[config.mk]
export PLATFORM = sky130hd
export DESIGN_NAME = tcc_top
export DESIGN_NICKNAME = d
export VERILOG_FILES = /design/src/tcc_pkg.sv /design/src/tcc_top.sv
export VERILOG_INCLUDE_DIRS = /design/src
export SDC_FILE = /design/constraint.sdc
export NUM_CORES = 1
export LEC_CHECK = 0
export BUFFER_PORTS_ARGS = -buffer_cell sky130_fd_sc_hd__buf_2
export CELL_PAD_IN_SITES_DETAIL_PLACEMENT = 1
export CELL_PAD_IN_SITES_GLOBAL_PLACEMENT = 1
export CORE_ASPECT_RATIO = 2
export CORE_MARGIN = 2
export CORE_UTILIZATION = 40
export CTS_CLUSTER_DIAMETER = 200
export DETAILED_ROUTE_END_ITERATION = 12
export HOLD_SLACK_MARGIN = 0.12
export PLACE_DENSITY_LB_ADDON = 0.1
export SYNTH_ARGS = -nofsm -noshare
export SYNTH_HDL_FRONTEND = slang
export SYNTH_SLANG_ARGS = --single-unit
[constraint.sdc]
create_clock -name clk -period 3.7 [get_ports clk]
set_input_delay 1.11 -clock clk [delete_from_list [all_inputs] [get_ports clk]]
set_output_delay 1.11 -clock clk [all_outputs]
set_load 0.005 [all_outputs]
[src/tcc_defs.svh]
// register map, field positions, reset values and timing counts of the timer control block
`ifndef TCC_DEFS_SVH
`define TCC_DEFS_SVH

// ---------------------------------------------------------------
// register indices (byte address = index * 4)
// ---------------------------------------------------------------
`define TCC_IDX_MAIN_CONTROL   8'h00
`define TCC_IDX_READ_SYNC_REQ  8'h02
`define TCC_IDX_SECOND_CONTROL_CLEAR    8'h04
`define TCC_IDX_SECOND_CONTROL_SET      8'h05
`define TCC_IDX_SYNC_STATUS    8'h0F
`define TCC_IDX_COUNT          8'h10
`define TCC_IDX_PERIOD         8'h14
`define TCC_IDX_COMPARE0       8'h18
`define TCC_IDX_COMPARE1       8'h1C

// ---------------------------------------------------------------
// main_control fields
// ---------------------------------------------------------------
`define TCC_MC_SOFTWARE_RESET           0
`define TCC_MC_ENABLE          1
`define TCC_MC_WIDTH_LO        2
`define TCC_MC_WAVE_LO         5
`define TCC_MC_PRESC_LO        8
`define TCC_MC_STBY            11
`define TCC_MC_RSYNC_LO        12

// ---------------------------------------------------------------
// read_sync_request and second_control fields
// ---------------------------------------------------------------
`define TCC_RR_REQ             15
`define TCC_RR_CONT            14
`define TCC_CB_DIR             0
`define TCC_CB_SINGLE          2
`define TCC_CB_CMD_LO          6

// ---------------------------------------------------------------
// sync status fields
// ---------------------------------------------------------------
`define TCC_SS_SOFTWARE_RESET           0
`define TCC_SS_ENABLE          1
`define TCC_SS_READ            2
`define TCC_SS_ANY             7

// ---------------------------------------------------------------
// reset values and timing
// ---------------------------------------------------------------
`define TCC_RST_WORD           32'h0000_0000
`define TCC_SYNC_CYCLES        3'h3
`define TCC_SYNC_LAST          (`TCC_SYNC_CYCLES - 3'h1)
`define TCC_MAX16              32'h0000_FFFF
`define TCC_MAX32              32'hFFFF_FFFF
`define TCC_MAX8               32'h0000_00FF

`endif

[src/tcc_pkg.sv]
// types of the timer control block
package tcc_pkg;

  typedef enum logic [1:0] {
    TCC_RS_GENERIC  = 2'b00,
    TCC_RS_PRESCALE = 2'b01,
    TCC_RS_RESYNC   = 2'b10,
    TCC_RS_RSVD     = 2'b11
  } tcc_rsync_e;

  typedef enum logic [1:0] {
    TCC_WM_NORMAL_FREQUENCY_MODE = 2'b00,
    TCC_WM_MATCH_FREQUENCY_MODE = 2'b01,
    TCC_WM_NORMAL_PWM_MODE = 2'b10,
    TCC_WM_MATCH_PWM_MODE = 2'b11
  } tcc_wave_e;

  typedef enum logic [1:0] {
    TCC_W16  = 2'b00,
    TCC_W8   = 2'b01,
    TCC_W32  = 2'b10,
    TCC_WRSV = 2'b11
  } tcc_width_e;

  typedef enum logic [1:0] {
    TCC_CMD_NONE    = 2'b00,
    TCC_CMD_RETRIG  = 2'b01,
    TCC_CMD_STOP    = 2'b10,
    TCC_CMD_RSVD    = 2'b11
  } tcc_cmd_e;

  typedef struct packed {
    tcc_rsync_e  reloadSync;
    logic        standbyRun;
    logic [2:0]  prescSel;
    tcc_wave_e   waveMode;
    tcc_width_e  widthSel;
    logic        enable;
    logic        swReset;
    logic [2:0]  ctrlCnt;
    logic        enBusy;
    logic        swBusy;
    logic        enActive;
    logic        contRead;
    logic [4:0]  readAddr;
    logic        rdBusy;
    logic [2:0]  rdCnt;
    logic [31:0] snapshot;
    tcc_cmd_e    cmd;
    logic        singleRun;
    logic        countDown;
    logic        running;
    logic        reloadPend;
    logic [9:0]  prescCnt;
    logic [31:0] count;
    logic [7:0]  period;
    logic [31:0] cmp0;
    logic [31:0] cmp1;
    logic [1:0]  wave;
    logic        stbyMeta;
    logic        stbySync;
    logic        pready;
    logic        pslverr;
    logic [31:0] prdata;
  } tcc_state_s;

endpackage : tcc_pkg

[src/tcc_top.sv]
// timer/counter control registers, prescaler, counter and waveform logic
`include "tcc_defs.svh"

module tcc_top
  import tcc_pkg::*;
(
  // clock and reset
  input  wire logic        clk,
  input  wire logic        rst_n,
  // apb slave
  input  wire logic        psel,
  input  wire logic        penable,
  input  wire logic        pwrite,
  input  wire logic [11:0] paddr,
  input  wire logic [31:0] pwdata,
  output logic             pready,
  output logic [31:0]      prdata,
  output logic             pslverr,
  // system
  input  wire logic        standbyIn,
  // timer outputs
  output logic [1:0]       waveOut,
  output logic             countRunning
);

  // ---------------------------------------------------------------
  // state and decode
  // ---------------------------------------------------------------
  tcc_state_s  s_q;
  tcc_state_s  s_d;

  logic [7:0]  regIdx;
  logic        mapped;
  logic        wrAcc;
  logic        halt;
  logic        tick;
  logic [9:0]  prescTerm;
  logic [31:0] widthMax;
  logic [31:0] topVal;
  logic [31:0] readSrc;
  logic        readOk;
  logic        isMatchMode;
  logic        isPwm;
  logic [15:0] mainCtrlRd;
  logic [7:0]  ctrlbRd;
  logic [7:0]  statusRd;

  assign regIdx = paddr[9:2];
  assign mapped = (paddr[1:0] == 2'h0) && (paddr[11:10] == 2'h0) &&
                  (regIdx == `TCC_IDX_MAIN_CONTROL || regIdx == `TCC_IDX_READ_SYNC_REQ ||
                   regIdx == `TCC_IDX_SECOND_CONTROL_CLEAR || regIdx == `TCC_IDX_SECOND_CONTROL_SET ||
                   regIdx == `TCC_IDX_SYNC_STATUS || regIdx == `TCC_IDX_COUNT ||
                   regIdx == `TCC_IDX_PERIOD || regIdx == `TCC_IDX_COMPARE0 ||
                   regIdx == `TCC_IDX_COMPARE1);
  assign wrAcc  = psel && penable && s_q.pready && pwrite && mapped;

  // ---------------------------------------------------------------
  // prescaler and timing
  // ---------------------------------------------------------------
  // standby halt
  assign halt = s_q.stbySync && !s_q.standbyRun;

  always_comb begin
    unique case (s_q.prescSel)
      3'h0: prescTerm = 10'h000;
      3'h1: prescTerm = 10'h001;
      3'h2: prescTerm = 10'h003;
      3'h3: prescTerm = 10'h007;
      3'h4: prescTerm = 10'h00F;
      3'h5: prescTerm = 10'h03F;
      3'h6: prescTerm = 10'h0FF;
      3'h7: prescTerm = 10'h3FF;
    endcase
  end

  assign tick = s_q.enActive && !halt && (s_q.prescCnt == prescTerm);

  always_comb begin
    unique case (s_q.widthSel)
      TCC_W8:  widthMax = `TCC_MAX8;
      TCC_W32: widthMax = `TCC_MAX32;
      default: widthMax = `TCC_MAX16;
    endcase
  end

  assign isMatchMode = (s_q.waveMode == TCC_WM_MATCH_FREQUENCY_MODE) || (s_q.waveMode == TCC_WM_MATCH_PWM_MODE);
  assign isPwm       = (s_q.waveMode == TCC_WM_NORMAL_PWM_MODE) || (s_q.waveMode == TCC_WM_MATCH_PWM_MODE);

  always_comb begin
    if (isMatchMode) begin
      topVal = s_q.cmp0 & widthMax;
    end else if (s_q.widthSel == TCC_W8) begin
      topVal = {24'h000000, s_q.period};
    end else begin
      topVal = widthMax;
    end
  end

  always_comb begin
    readOk  = 1'b1;
    readSrc = s_q.snapshot;
    if ({3'h0, s_q.readAddr} == `TCC_IDX_COUNT) begin
      readSrc = s_q.count;
    end else if ({3'h0, s_q.readAddr} == `TCC_IDX_COMPARE0) begin
      readSrc = s_q.cmp0;
    end else if ({3'h0, s_q.readAddr} == `TCC_IDX_COMPARE1) begin
      readSrc = s_q.cmp1;
    end else begin
      readOk = 1'b0;
    end
  end

  // ---------------------------------------------------------------
  // read views
  // ---------------------------------------------------------------
  assign mainCtrlRd = {2'h0, s_q.reloadSync, s_q.standbyRun, s_q.prescSel, 1'b0,
                       s_q.waveMode, 1'b0, s_q.widthSel, s_q.enable, s_q.swReset};
  assign ctrlbRd    = {s_q.cmd, 3'h0, s_q.singleRun, 1'b0, s_q.countDown};
  assign statusRd   = {s_q.swBusy | s_q.enBusy | s_q.rdBusy, 4'h0,
                       s_q.rdBusy, s_q.enBusy, s_q.swBusy};

  // ---------------------------------------------------------------
  // next state
  // ---------------------------------------------------------------
  always_comb begin
    logic        wrapEv;
    logic [31:0] cntNext;
    logic [1:0]  hit;
    wrapEv  = 1'b0;
    cntNext = s_q.count;
    hit     = 2'h0;
    s_d     = s_q;

    s_d.stbyMeta = standbyIn;
    s_d.stbySync = s_q.stbyMeta;

    // apb: answer one cycle after setup
    s_d.pready  = psel && !penable;
    s_d.pslverr = psel && !penable && !mapped;
    if (psel && !penable) begin
      s_d.prdata = `TCC_RST_WORD;
      if (!pwrite && mapped) begin
        unique case (regIdx)
          `TCC_IDX_MAIN_CONTROL:  s_d.prdata = {16'h0000, mainCtrlRd};
          `TCC_IDX_READ_SYNC_REQ: s_d.prdata = {16'h0000, 1'b0, s_q.contRead, 9'h000,
                                                s_q.readAddr};
          // both aliases show the same state
          `TCC_IDX_SECOND_CONTROL_CLEAR,
          `TCC_IDX_SECOND_CONTROL_SET:     s_d.prdata = {24'h000000, ctrlbRd};
          `TCC_IDX_SYNC_STATUS:   s_d.prdata = {24'h000000, statusRd};
          `TCC_IDX_COUNT:         s_d.prdata = s_q.snapshot;
          `TCC_IDX_PERIOD:        s_d.prdata = {24'h000000, s_q.period};
          `TCC_IDX_COMPARE0:      s_d.prdata = s_q.cmp0;
          `TCC_IDX_COMPARE1:      s_d.prdata = s_q.cmp1;
          default:                s_d.prdata = `TCC_RST_WORD;
        endcase
      end
    end

    // prescaler runs while enabled and not halted
    if (s_q.enActive && !halt) begin
      s_d.prescCnt = tick ? 10'h000 : s_q.prescCnt + 10'h001;
    end

    // counting, wrap and waveform on each tick while running
    if (tick && s_q.running) begin
      if (s_q.reloadPend) begin
        cntNext        = s_q.countDown ? topVal : `TCC_RST_WORD;
        s_d.reloadPend = 1'b0;
      end else if (!s_q.countDown) begin
        wrapEv  = (s_q.count >= topVal);
        cntNext = wrapEv ? `TCC_RST_WORD : s_q.count + 32'h0000_0001;
      end else begin
        wrapEv  = (s_q.count == `TCC_RST_WORD);
        cntNext = wrapEv ? topVal : s_q.count - 32'h0000_0001;
      end
      s_d.count = cntNext;
      hit[0] = (s_q.count == (s_q.cmp0 & widthMax));
      hit[1] = (s_q.count == (s_q.cmp1 & widthMax));
      for (int i = 0; i < 2; i++) begin
        if (!isPwm) begin
          if (hit[i]) begin
            s_d.wave[i] = !s_q.wave[i];
          end
        end else begin
          if (hit[i]) begin
            s_d.wave[i] = s_q.countDown;
          end else if (wrapEv) begin
            s_d.wave[i] = !s_q.countDown;
          end
        end
      end
      if (wrapEv && s_q.singleRun) begin
        s_d.running = 1'b0;
      end
      // prescaler reset on wrap in resync mode
      if (wrapEv && s_q.reloadSync == TCC_RS_RESYNC) begin
        s_d.prescCnt = 10'h000;
      end
    end

    // command executes on tick, then clears
    if (tick && s_q.cmd != TCC_CMD_NONE) begin
      s_d.cmd = TCC_CMD_NONE;
      unique case (s_q.cmd)
        TCC_CMD_RETRIG: begin
          s_d.running = 1'b1;
          unique case (s_q.reloadSync)
            TCC_RS_PRESCALE: s_d.reloadPend = 1'b1;
            TCC_RS_RESYNC: begin
              s_d.count    = s_q.countDown ? topVal : `TCC_RST_WORD;
              s_d.prescCnt = 10'h000;
            end
            default: s_d.count = s_q.countDown ? topVal : `TCC_RST_WORD;
          endcase
        end
        TCC_CMD_STOP: s_d.running = 1'b0;
        default:      s_d.cmd = TCC_CMD_NONE;
      endcase
    end

    // enable crossing completes after fixed sync delay
    if (s_q.enBusy || s_q.swBusy) begin
      s_d.ctrlCnt = s_q.ctrlCnt + 3'h1;
      if (s_q.ctrlCnt == `TCC_SYNC_LAST) begin
        s_d.enBusy   = 1'b0;
        s_d.enActive = s_q.enable;
        s_d.running  = s_q.enable;
        s_d.ctrlCnt  = 3'h0;
      end
    end

    if (s_q.contRead && !s_q.rdBusy && readOk && readSrc != s_q.snapshot) begin
      s_d.rdBusy = 1'b1;
      s_d.rdCnt  = 3'h0;
    end
    if (s_q.rdBusy) begin
      s_d.rdCnt = s_q.rdCnt + 3'h1;
      if (s_q.rdCnt == `TCC_SYNC_LAST) begin
        s_d.rdBusy = 1'b0;
        if (readOk) begin
          s_d.snapshot = readSrc;
        end
      end
    end

    // software writes take effect at the access edge
    if (wrAcc) begin
      unique case (regIdx)
        `TCC_IDX_MAIN_CONTROL: begin
          if (s_q.swBusy) begin
            s_d.swReset = 1'b1;
          end else if (pwdata[`TCC_MC_SOFTWARE_RESET]) begin
            s_d.swReset = 1'b1;
            s_d.swBusy  = 1'b1;
            s_d.enBusy  = 1'b0;
            s_d.ctrlCnt = 3'h0;
          end else begin
            s_d.enable  = pwdata[`TCC_MC_ENABLE];
            s_d.enBusy  = 1'b1;
            s_d.ctrlCnt = 3'h0;
            // config applies at once when disabled
            if (!s_q.enable) begin
              s_d.reloadSync = tcc_rsync_e'(pwdata[`TCC_MC_RSYNC_LO +: 2]);
              s_d.standbyRun = pwdata[`TCC_MC_STBY];
              s_d.prescSel   = pwdata[`TCC_MC_PRESC_LO +: 3];
              s_d.waveMode   = tcc_wave_e'(pwdata[`TCC_MC_WAVE_LO +: 2]);
              s_d.widthSel   = tcc_width_e'(pwdata[`TCC_MC_WIDTH_LO +: 2]);
            end
          end
        end
        `TCC_IDX_READ_SYNC_REQ: begin
          s_d.contRead = pwdata[`TCC_RR_CONT];
          s_d.readAddr = pwdata[4:0];
          if (pwdata[`TCC_RR_REQ]) begin
            s_d.rdBusy = 1'b1;
            s_d.rdCnt  = 3'h0;
          end
        end
        `TCC_IDX_SECOND_CONTROL_CLEAR: begin
          if (pwdata[`TCC_CB_CMD_LO +: 2] != 2'h0) begin
            s_d.cmd = TCC_CMD_NONE;
          end
          if (pwdata[`TCC_CB_SINGLE]) begin
            s_d.singleRun = 1'b0;
          end
          if (pwdata[`TCC_CB_DIR]) begin
            s_d.countDown = 1'b0;
          end
        end
        `TCC_IDX_SECOND_CONTROL_SET: begin
          if (pwdata[`TCC_CB_CMD_LO +: 2] != 2'h0) begin
            s_d.cmd = tcc_cmd_e'(pwdata[`TCC_CB_CMD_LO +: 2]);
          end
          if (pwdata[`TCC_CB_SINGLE]) begin
            s_d.singleRun = 1'b1;
          end
          if (pwdata[`TCC_CB_DIR]) begin
            s_d.countDown = 1'b1;
          end
        end
        `TCC_IDX_PERIOD:   s_d.period = pwdata[7:0];
        `TCC_IDX_COMPARE0: s_d.cmp0 = pwdata;
        `TCC_IDX_COMPARE1: s_d.cmp1 = pwdata;
        default:           s_d.period = s_q.period;
      endcase
    end

    // all state but the standby sync, pready and pslverr back to initial state (prdata to zero), timer disabled
    if (s_q.swBusy && s_q.ctrlCnt == `TCC_SYNC_LAST) begin
      s_d          = '0;
      s_d.stbyMeta = standbyIn;
      s_d.stbySync = s_q.stbyMeta;
      s_d.pready   = psel && !penable;
      s_d.pslverr  = psel && !penable && !mapped;
      s_d.prdata   = s_q.pready ? `TCC_RST_WORD : s_d.prdata;
      if (psel && !penable && !pwrite && mapped) begin
        s_d.prdata = `TCC_RST_WORD;
      end
    end
  end

  // ---------------------------------------------------------------
  // state register
  // ---------------------------------------------------------------
  always_ff @(posedge clk) begin
    if (!rst_n) begin
      s_q <= '0;
    end else begin
      s_q <= s_d;
    end
  end

  assign pready       = s_q.pready;
  assign prdata       = s_q.prdata;
  assign pslverr      = s_q.pslverr;
  assign waveOut      = s_q.wave;
  assign countRunning = s_q.running;

endmodule : tcc_top

==> results of run 1 <==
metrics by stage:
step / total power (µW) / utilization [%] / hold WS, ns / setup WS (ns) / instance area, µm²
after floorplan: 2560 / - / 0.412 / 0.474 / 16300
after global placement: 2650 / 44.3 / 0.446 / 0.243 / 17800
after detailed placement: 2650 / 44.3 / 0.452 / 0.136 / 17800
after CTS: 5220 / 46.2 / 0.464 / 0.112 / 18600
after global routing: 5300 / 46.3 / 0.477 / -0.0154 / 18600
final: 5180 / 46.3 / 0.448 / 0.102 / 18600
cell usage after synthesis (8+ instances only):
| cell type | number |
|---|---|
| xnor2_1 | 64 |
| nor2_1 | 250 |
| o211ai_1 | 15 |
| a2bb2oi_1 | 13 |
| a2111oi_0 | 15 |
| nor2b_1 | 26 |
| buf_4 | 34 |
| clkbuf_1 | 156 |
| a21oi_1 | 185 |
| nor4_1 | 23 |
| mux2_2 | 20 |
| dfxtp_1 | 225 |
| and2_1 | 18 |
| or3_1 | 21 |
| o32ai_1 | 11 |
| mux4_2 | 8 |
| a22o_1 | 20 |
| and3_1 | 11 |
| nand3_1 | 33 |
| o221ai_1 | 11 |
| mux2i_1 | 77 |
| ha_1 | 38 |
| nand4_1 | 30 |
| o21ai_0 | 115 |
| nand2b_1 | 16 |
| o22ai_1 | 34 |
| inv_1 | 67 |
| a211oi_1 | 48 |
| buf_1 | 16 |
| a22oi_1 | 46 |
| a221oi_1 | 9 |
| nand2_1 | 237 |
| nor3_1 | 53 |
| buf_2 | 18 |
| o21ai_1 | 8 |
| xor2_1 | 35 |
| a31oi_1 | 34 |
| or2_2 | 14 |
| o21a_1 | 8 |
cell type report:
type / instances / area, µm²
tap: 530 / 663
inverter: 68 / 255
fill: 5011 / 21600
timing repair buffer: 255 / 1790
clock buffer: 30 / 664
sequential: 225 / 4510
clock inverter: 10 / 121
multi-input combinational: 1682 / 10600
registers in the layout, indices dropped and copies added (netlist names):
| name | cells |
|---|---|
| mainCtrlRd | 12 |
| prdata | 32 |
| countRunning | 1 |
| pready | 1 |
| waveOut | 2 |
| s_q | 165 |
| prescTerm | 7 |
| ctrlbRd | 4 |
| pslverr | 1 |
worst max path at each step:
stage	cells past startpoint	end	start	slack, ns
after floorplan	8	prdata[23]	paddr[1]	0.47
after global placement	15	s_q[126]	mainCtrlRd[3]	0.24
after detailed placement	10	prescTerm[0]	paddr[7]	0.14
after CTS	13	s_q[111]	mainCtrlRd[2]	0.11
after global routing	15	s_q[126]	mainCtrlRd[3]	-0.02
final	9	waveOut[1]	s_q[123]	0.10
power breakdown:
group / internal [µW] / switching, µW / total (µW)
clock network: 1410 / 1160 / 2570
logic: 47.5 / 128 / 176
registers: 2420 / 1.67 / 2430
total: 3880 / 1290 / 5180
logic make-up after synthesis:
family	Yosys count	share of synthesized area (%)
and+or+nand+nor	797	23.6
adders and majority gates	38	2.91
xor gates and xnor gates	99	5.31
buffers and inverters	295	7.76
muxes	106	7.27
AOI/OAI and AO/OA	642	25.6
DFF	225	27.6
routing by layer:
metal  GRT usage (%)  share of wire, %  up-vias  wire (µm)
met5               0                 0        -          0
met4            33.8                11        0       9070
met3            3.94               4.8      341       3840
met2            65.2                49      740      39200
met1            38.7                35     8933      28500
li1                -                 -     8038          -
critical path, cell delays in order, from the launching register on:
cell and delay [ns]:
dfxtp_1 0.39, nor4_1 0.56, nand4_1 0.47, buf_4 0.34, nor4_2 0.41, nor2_1 0.25
a2111oi_2 0.56, buf_4 0.23, mux2i_1 0.18, a21oi_1 0.08
repair_timing:
item | 4_1_cts | 5_1_grt
setup endpoints to repair | 0 | 13
endpoints found under the hold margin | 0 | 0
setup buffers | 0 | 0
gates resized for setup | 0 | 7
==> out/results.txt, run 1 <==
Die W - 147 µm
Core ar. - 0.0402 mm²
Main synth FF type - dfxtp_1
min-delay src - s_q[35]
CTS tree - done
DRT Wirelength - 80.6 mm
Starting Density - 40.6%
drc violations - 0
max capacitance violation total - 0
CP Launch Type - register
via/cell ratio - 6.45
1st-pass router iterations - 5
Synth top area share - 27.6%
leading post-synthesis cells by cell area - dfxtp_1, nor2_1, a21oi_1
syn_nets - 2290
io pins - 87
Cell Rows - 104
placer congestion estimate - 0.967
Die Area - 0.0425 mm²
register-to-register setup slack - 0.10 ns
Synth async-reset ratio - 0%
Period minus WS final - 3.60 ns
Final Non-Filler Cells - 2800
Max Transition Viols Final - 0
HP Class - register to register
worst path required time - 4.13 ns
Peak VDD IR - 0.260 mV
Leak - 0.00671 µW
grt ovf - 0
CTS Buffer Depth - 3
Tot GR Track Use - 37.0%
Mapped Cells - 2202
global-route wire length before repair - 119 mm
crit-path max FO - 11
Avg Inst Size Synth - 7.41 µm²
worst reg2reg path depth - 9
endpoint class of the critical path - register
hold path depth - 1
Slew @ Worst Pin - 1.16 ns
Yosys Warn Count - 0
period utilization - 97.3%
CTS clk-pin slew, worst paths - 0.07 ns
# H-tree levels - 1
reg2reg start - s_q[123]
area leader, netlist - dfxtp_1
critical path class - register to register
commonest non-fill, non-tap cells in the layout - nor2_1, nand2_1, dfxtp_1
IO Port Bufs - 86
die height - 290 µm
Clock Latency Late Sink - 0.57 ns
PD cells - 278 mW/mm²
number of clock sinks - 225
nets@finish - 2344
setup violators final - 0
WHS Endpoint - s_q[34]
share of layout cells above drive strength 1 - 16.2%
largest net degree at the start of global routing - 71
root buf cell - clkbuf_16
antenna diode count - 0
Post-synth EDFFs - 0
vias in the first global route - 18700
CTS Hold Bufs - 0
P&R area growth vs syn - 14.0%
outcome - finished, final reports clean
Setup TNS - 0 ns
Clock Skew - 0.0225 ns
WP data arrival - 4.02 ns
worst r2r dst - waveOut[1]
total number of vias - 18100
Cells after DPL - 2760
Slew headroom - 22.1%
Avg WL per Cell - 28.8 µm
synth unique cells - 86
sequential fraction of the synthesis area - 27.6%
most common cell after layout, fill and taps aside - nor2_1
DP HPWL - 61.7 mm
final hold violation count - 0
Mapped Area - 0.0163 mm²
ANT nets after route - 0
TritonCTS buffer count - 24
Yosys reg bits - 225
Peak Freq - 0.278 GHz
DRT iter0 DRCs - 1103
initial antenna violation count - 0
Note: power is estimated with default switching activity, not from simulation.
==> run 2: changes to the inputs <==
Settings changed: BUFFER_PORTS_ARGS -buffer_cell sky130_fd_sc_hd__buf_2 to -buffer_cell sky130_fd_sc_hd__clkbuf_2, CORE_UTILIZATION 40 to 46.
==> run 2 against run 1 <==
Compared with the run above:
- non-clock buffer count up 3
- clock-buffer cell count is 3 lower
- global-route usage up 6.4 points
- routed wire length increased by 0.95%
- worst setup slack worse by 0.00097 ns
- sequential power about the same
- cell area fell by 0.47%
- die area fell by 13%
- power rose by 0.24%
- utilization up 6.7 points
- critical path depth up 4
- clock power about the same
- critical path type unchanged
- largest cell class unchanged
- largest power group unchanged
==> out/results.txt, run 2 (same netlist as run 1, synthesis figures left out) <==
Die Area - 0.0371 mm² (-13%)
worst path required time - 4.13 ns (about the same)
initial antenna violation count - 3 (+3)
HP Class - register to register
1st-pass router iterations - 6 (+1)
CTS Hold Bufs - 0 (unchanged)
hold path depth - 1 (unchanged)
commonest non-fill, non-tap cells in the layout - nor2_1, nand2_1, dfxtp_1
DP HPWL - 61.2 mm (-0.87%)
Leak - 0.00671 µW (about the same)
cell repeated most along the worst path - buf_4
# H-tree levels - 1 (unchanged)
DRT Wirelength - 81.4 mm (+0.95%)
Fin Hold WS - 0.446 ns (-0.00133 ns)
Avg WL per Cell - 29.9 µm (+4.0%)
min-delay src - s_q[35]
Crit path largest cell delay - 0.52 ns (-0.04 ns)
worst reg2reg path depth - 13 (+4)
Core ar. - 0.0350 mm² (-13%)
endpoint class of the critical path - register
pre-CTS setup slack - -0.253 ns (-0.388 ns)
largest net degree at the start of global routing - 87 (+23%)
Peak VDD IR - 0.306 mV (+18%)
CP bufs+invs - 4 (+2)
CP Launch Type - register
PD cells - 280 mW/mm² (+0.71%)
grt ovf - 0 (unchanged)
RSZ-0062 raised after global routing - false
crit path from - mainCtrlRd[2]
Max Transition Viols Final - 0 (unchanged)
most common cell after layout, fill and taps aside - nor2_1
WHS Endpoint - s_q[34]
worst setup margin - 0.101 ns (-0.000969 ns)
crit-path max FO - 10 (-1)
Reg with most FFs - s_q
DP Area - 0.0177 mm² (-0.59%)
vias in the first global route - 19400 (+3.7%)
drc violations - 0 (unchanged)
reg2reg start - mainCtrlRd[2]
total number of vias - 18600 (+3.1%)
max capacitance violation total - 0 (unchanged)
Cells after DPL - 2676 (-3.0%)
area of the multi-input gates - 0.0106 mm² (about the same)
Slew @ Worst Pin - 1.25 ns (+0.0891 ns)
ANT nets after route - 0 (unchanged)
Reg area - 0.00451 mm² (about the same)
io pins - 87 (unchanged)
Die W - 137 µm (-6.6%)
CTS Buffer Depth - 3 (unchanged)
worst r2r dst - waveOut[1]
final hold violation count - 0 (unchanged)
Clock Latency Late Sink - 0.56 ns (about the same)
outcome - finished, final reports clean
CTS tree - done
Starting Density - 46.7% (+6.1 points)
DRT iter0 DRCs - 1566 (+42%)
IO Port Bufs - 86 (unchanged)
Slew headroom - 16.2% (-6.0 points)
max reg flops - 165 (unchanged)
root buf cell - clkbuf_16
critical path class - register to register
crit-path leading delay family - compound AO/OA/AOI/OAI gates
register-to-register setup slack - 0.10 ns (about the same)
Clock Skew - 0.0129 ns (-0.00964 ns)
global-route wire length before repair - 121 mm (+1.4%)
via/cell ratio - 6.85 (+6.2%)
Cell Rows - 97 (-6.7%)
Final Non-Filler Cells - 2718 (-2.9%)
CTS clk-pin slew, worst paths - 0.08 ns (about the same)
TritonCTS buffer count - 23 (-4.2%)
CP Cell Sequence - nor2b_1, buf_4, a2bb2oi_1, inv_1, ha_1, nand2_1, nor3_1, a41oi_2, buf_4, a2111oi_2, buf_4, mux2i_1, a21oi_1
nets@finish - 2346 (+0.085%)
placer congestion estimate - 1.01 (+4.1%)
Peak Freq - 0.278 GHz (about the same)
Period minus WS final - 3.60 ns (+0.000969 ns)
slowest CP cell - a2111oi_2
number of clock sinks - 225 (unchanged)
P&R area growth vs syn - 13.5%
FILL cells - 4427 (-12%)
die height - 270 µm (-6.7%)
share of layout cells above drive strength 1 - 16.2% (about the same)
setup violators final - 0 (unchanged)
WP data arrival - 4.03 ns (about the same)
Tot GR Track Use - 43.4% (+6.4 points)
final instance area - 0.0185 mm² (-0.47%)
period utilization - 97.3% (about the same)
run 2: cell types whose count changed in the layout (fill, tap and decap cells not counted), moves of 3 or more:
cell	change
clkbuf_2	+86
buf_2	-86
buf_4	+3
clkinvlp_4	-3
run 2: worst max path at each step:
stage / slack, ns / cells past startpoint / end
floorplan: 0.47 / 8 / prdata[23]
global placement: -0.18 / 12 / s_q[141]
detailed placement: -0.25 / 12 / s_q[114]
CTS: 0.04 / 13 / s_q[114]
global route: 0.005 / 14 / s_q[134]
finish: 0.10 / 13 / waveOut[1]
run 2: power breakdown:
part	leakage [µW]	total, µW	internal, µW	switching [µW]
clock	0.000376	2590	1450	1140
sequential	0.00181	2420	2420	1.69
combinational	0.00452	176	47.9	128
total	0.00671	5190	3920	1270
run 2: worst register-to-register path, delay by kind of cell, from the launching register on:
kind            cells  cell delay, ns
compound gates      4            1.23
buf+inv             4            0.73
simple gates        3            0.69
flops               1            0.34
fa+ha+maj           1            0.28
mux                 1            0.19
run 2: per-stage QoR:
stage / utilization [%] / setup TNS, ns / power, µW
floorplan: - / 0 / 2560
global placement: 50.6 / -0.502 / 2650
detailed placement: 50.6 / -0.787 / 2650
CTS: 52.8 / 0 / 5200
global route: 53.0 / 0 / 5290
finish: 53.0 / 0 / 5190
run 2: timing repair:
action                                  4_1_cts  5_1_grt
pin swaps                                     0        2
endpoints found under the hold margin         0        0
endpoints found under the setup margin        6       24
gates resized for setup                       2        7
buffers inserted                              0        2
run 2: final cells by class:
cell class	instances	area share (%)
inverters	68	1.38
clock inverters	11	0.932
repair buffers	258	9.77
multi-input cells	1682	57.3
clock buffers	27	3.24
diodes	2	0.0270
well taps	445	3.01
flip-flops and latches	225	24.3
run 2: routing by layer:
layer	routed length, µm	track usage, %	share of wire [%]
met5	0	0	0
met2	38900	72.1	48
met1	26900	44.6	33
met3	5800	7.11	7.1
met4	9780	42.2	12
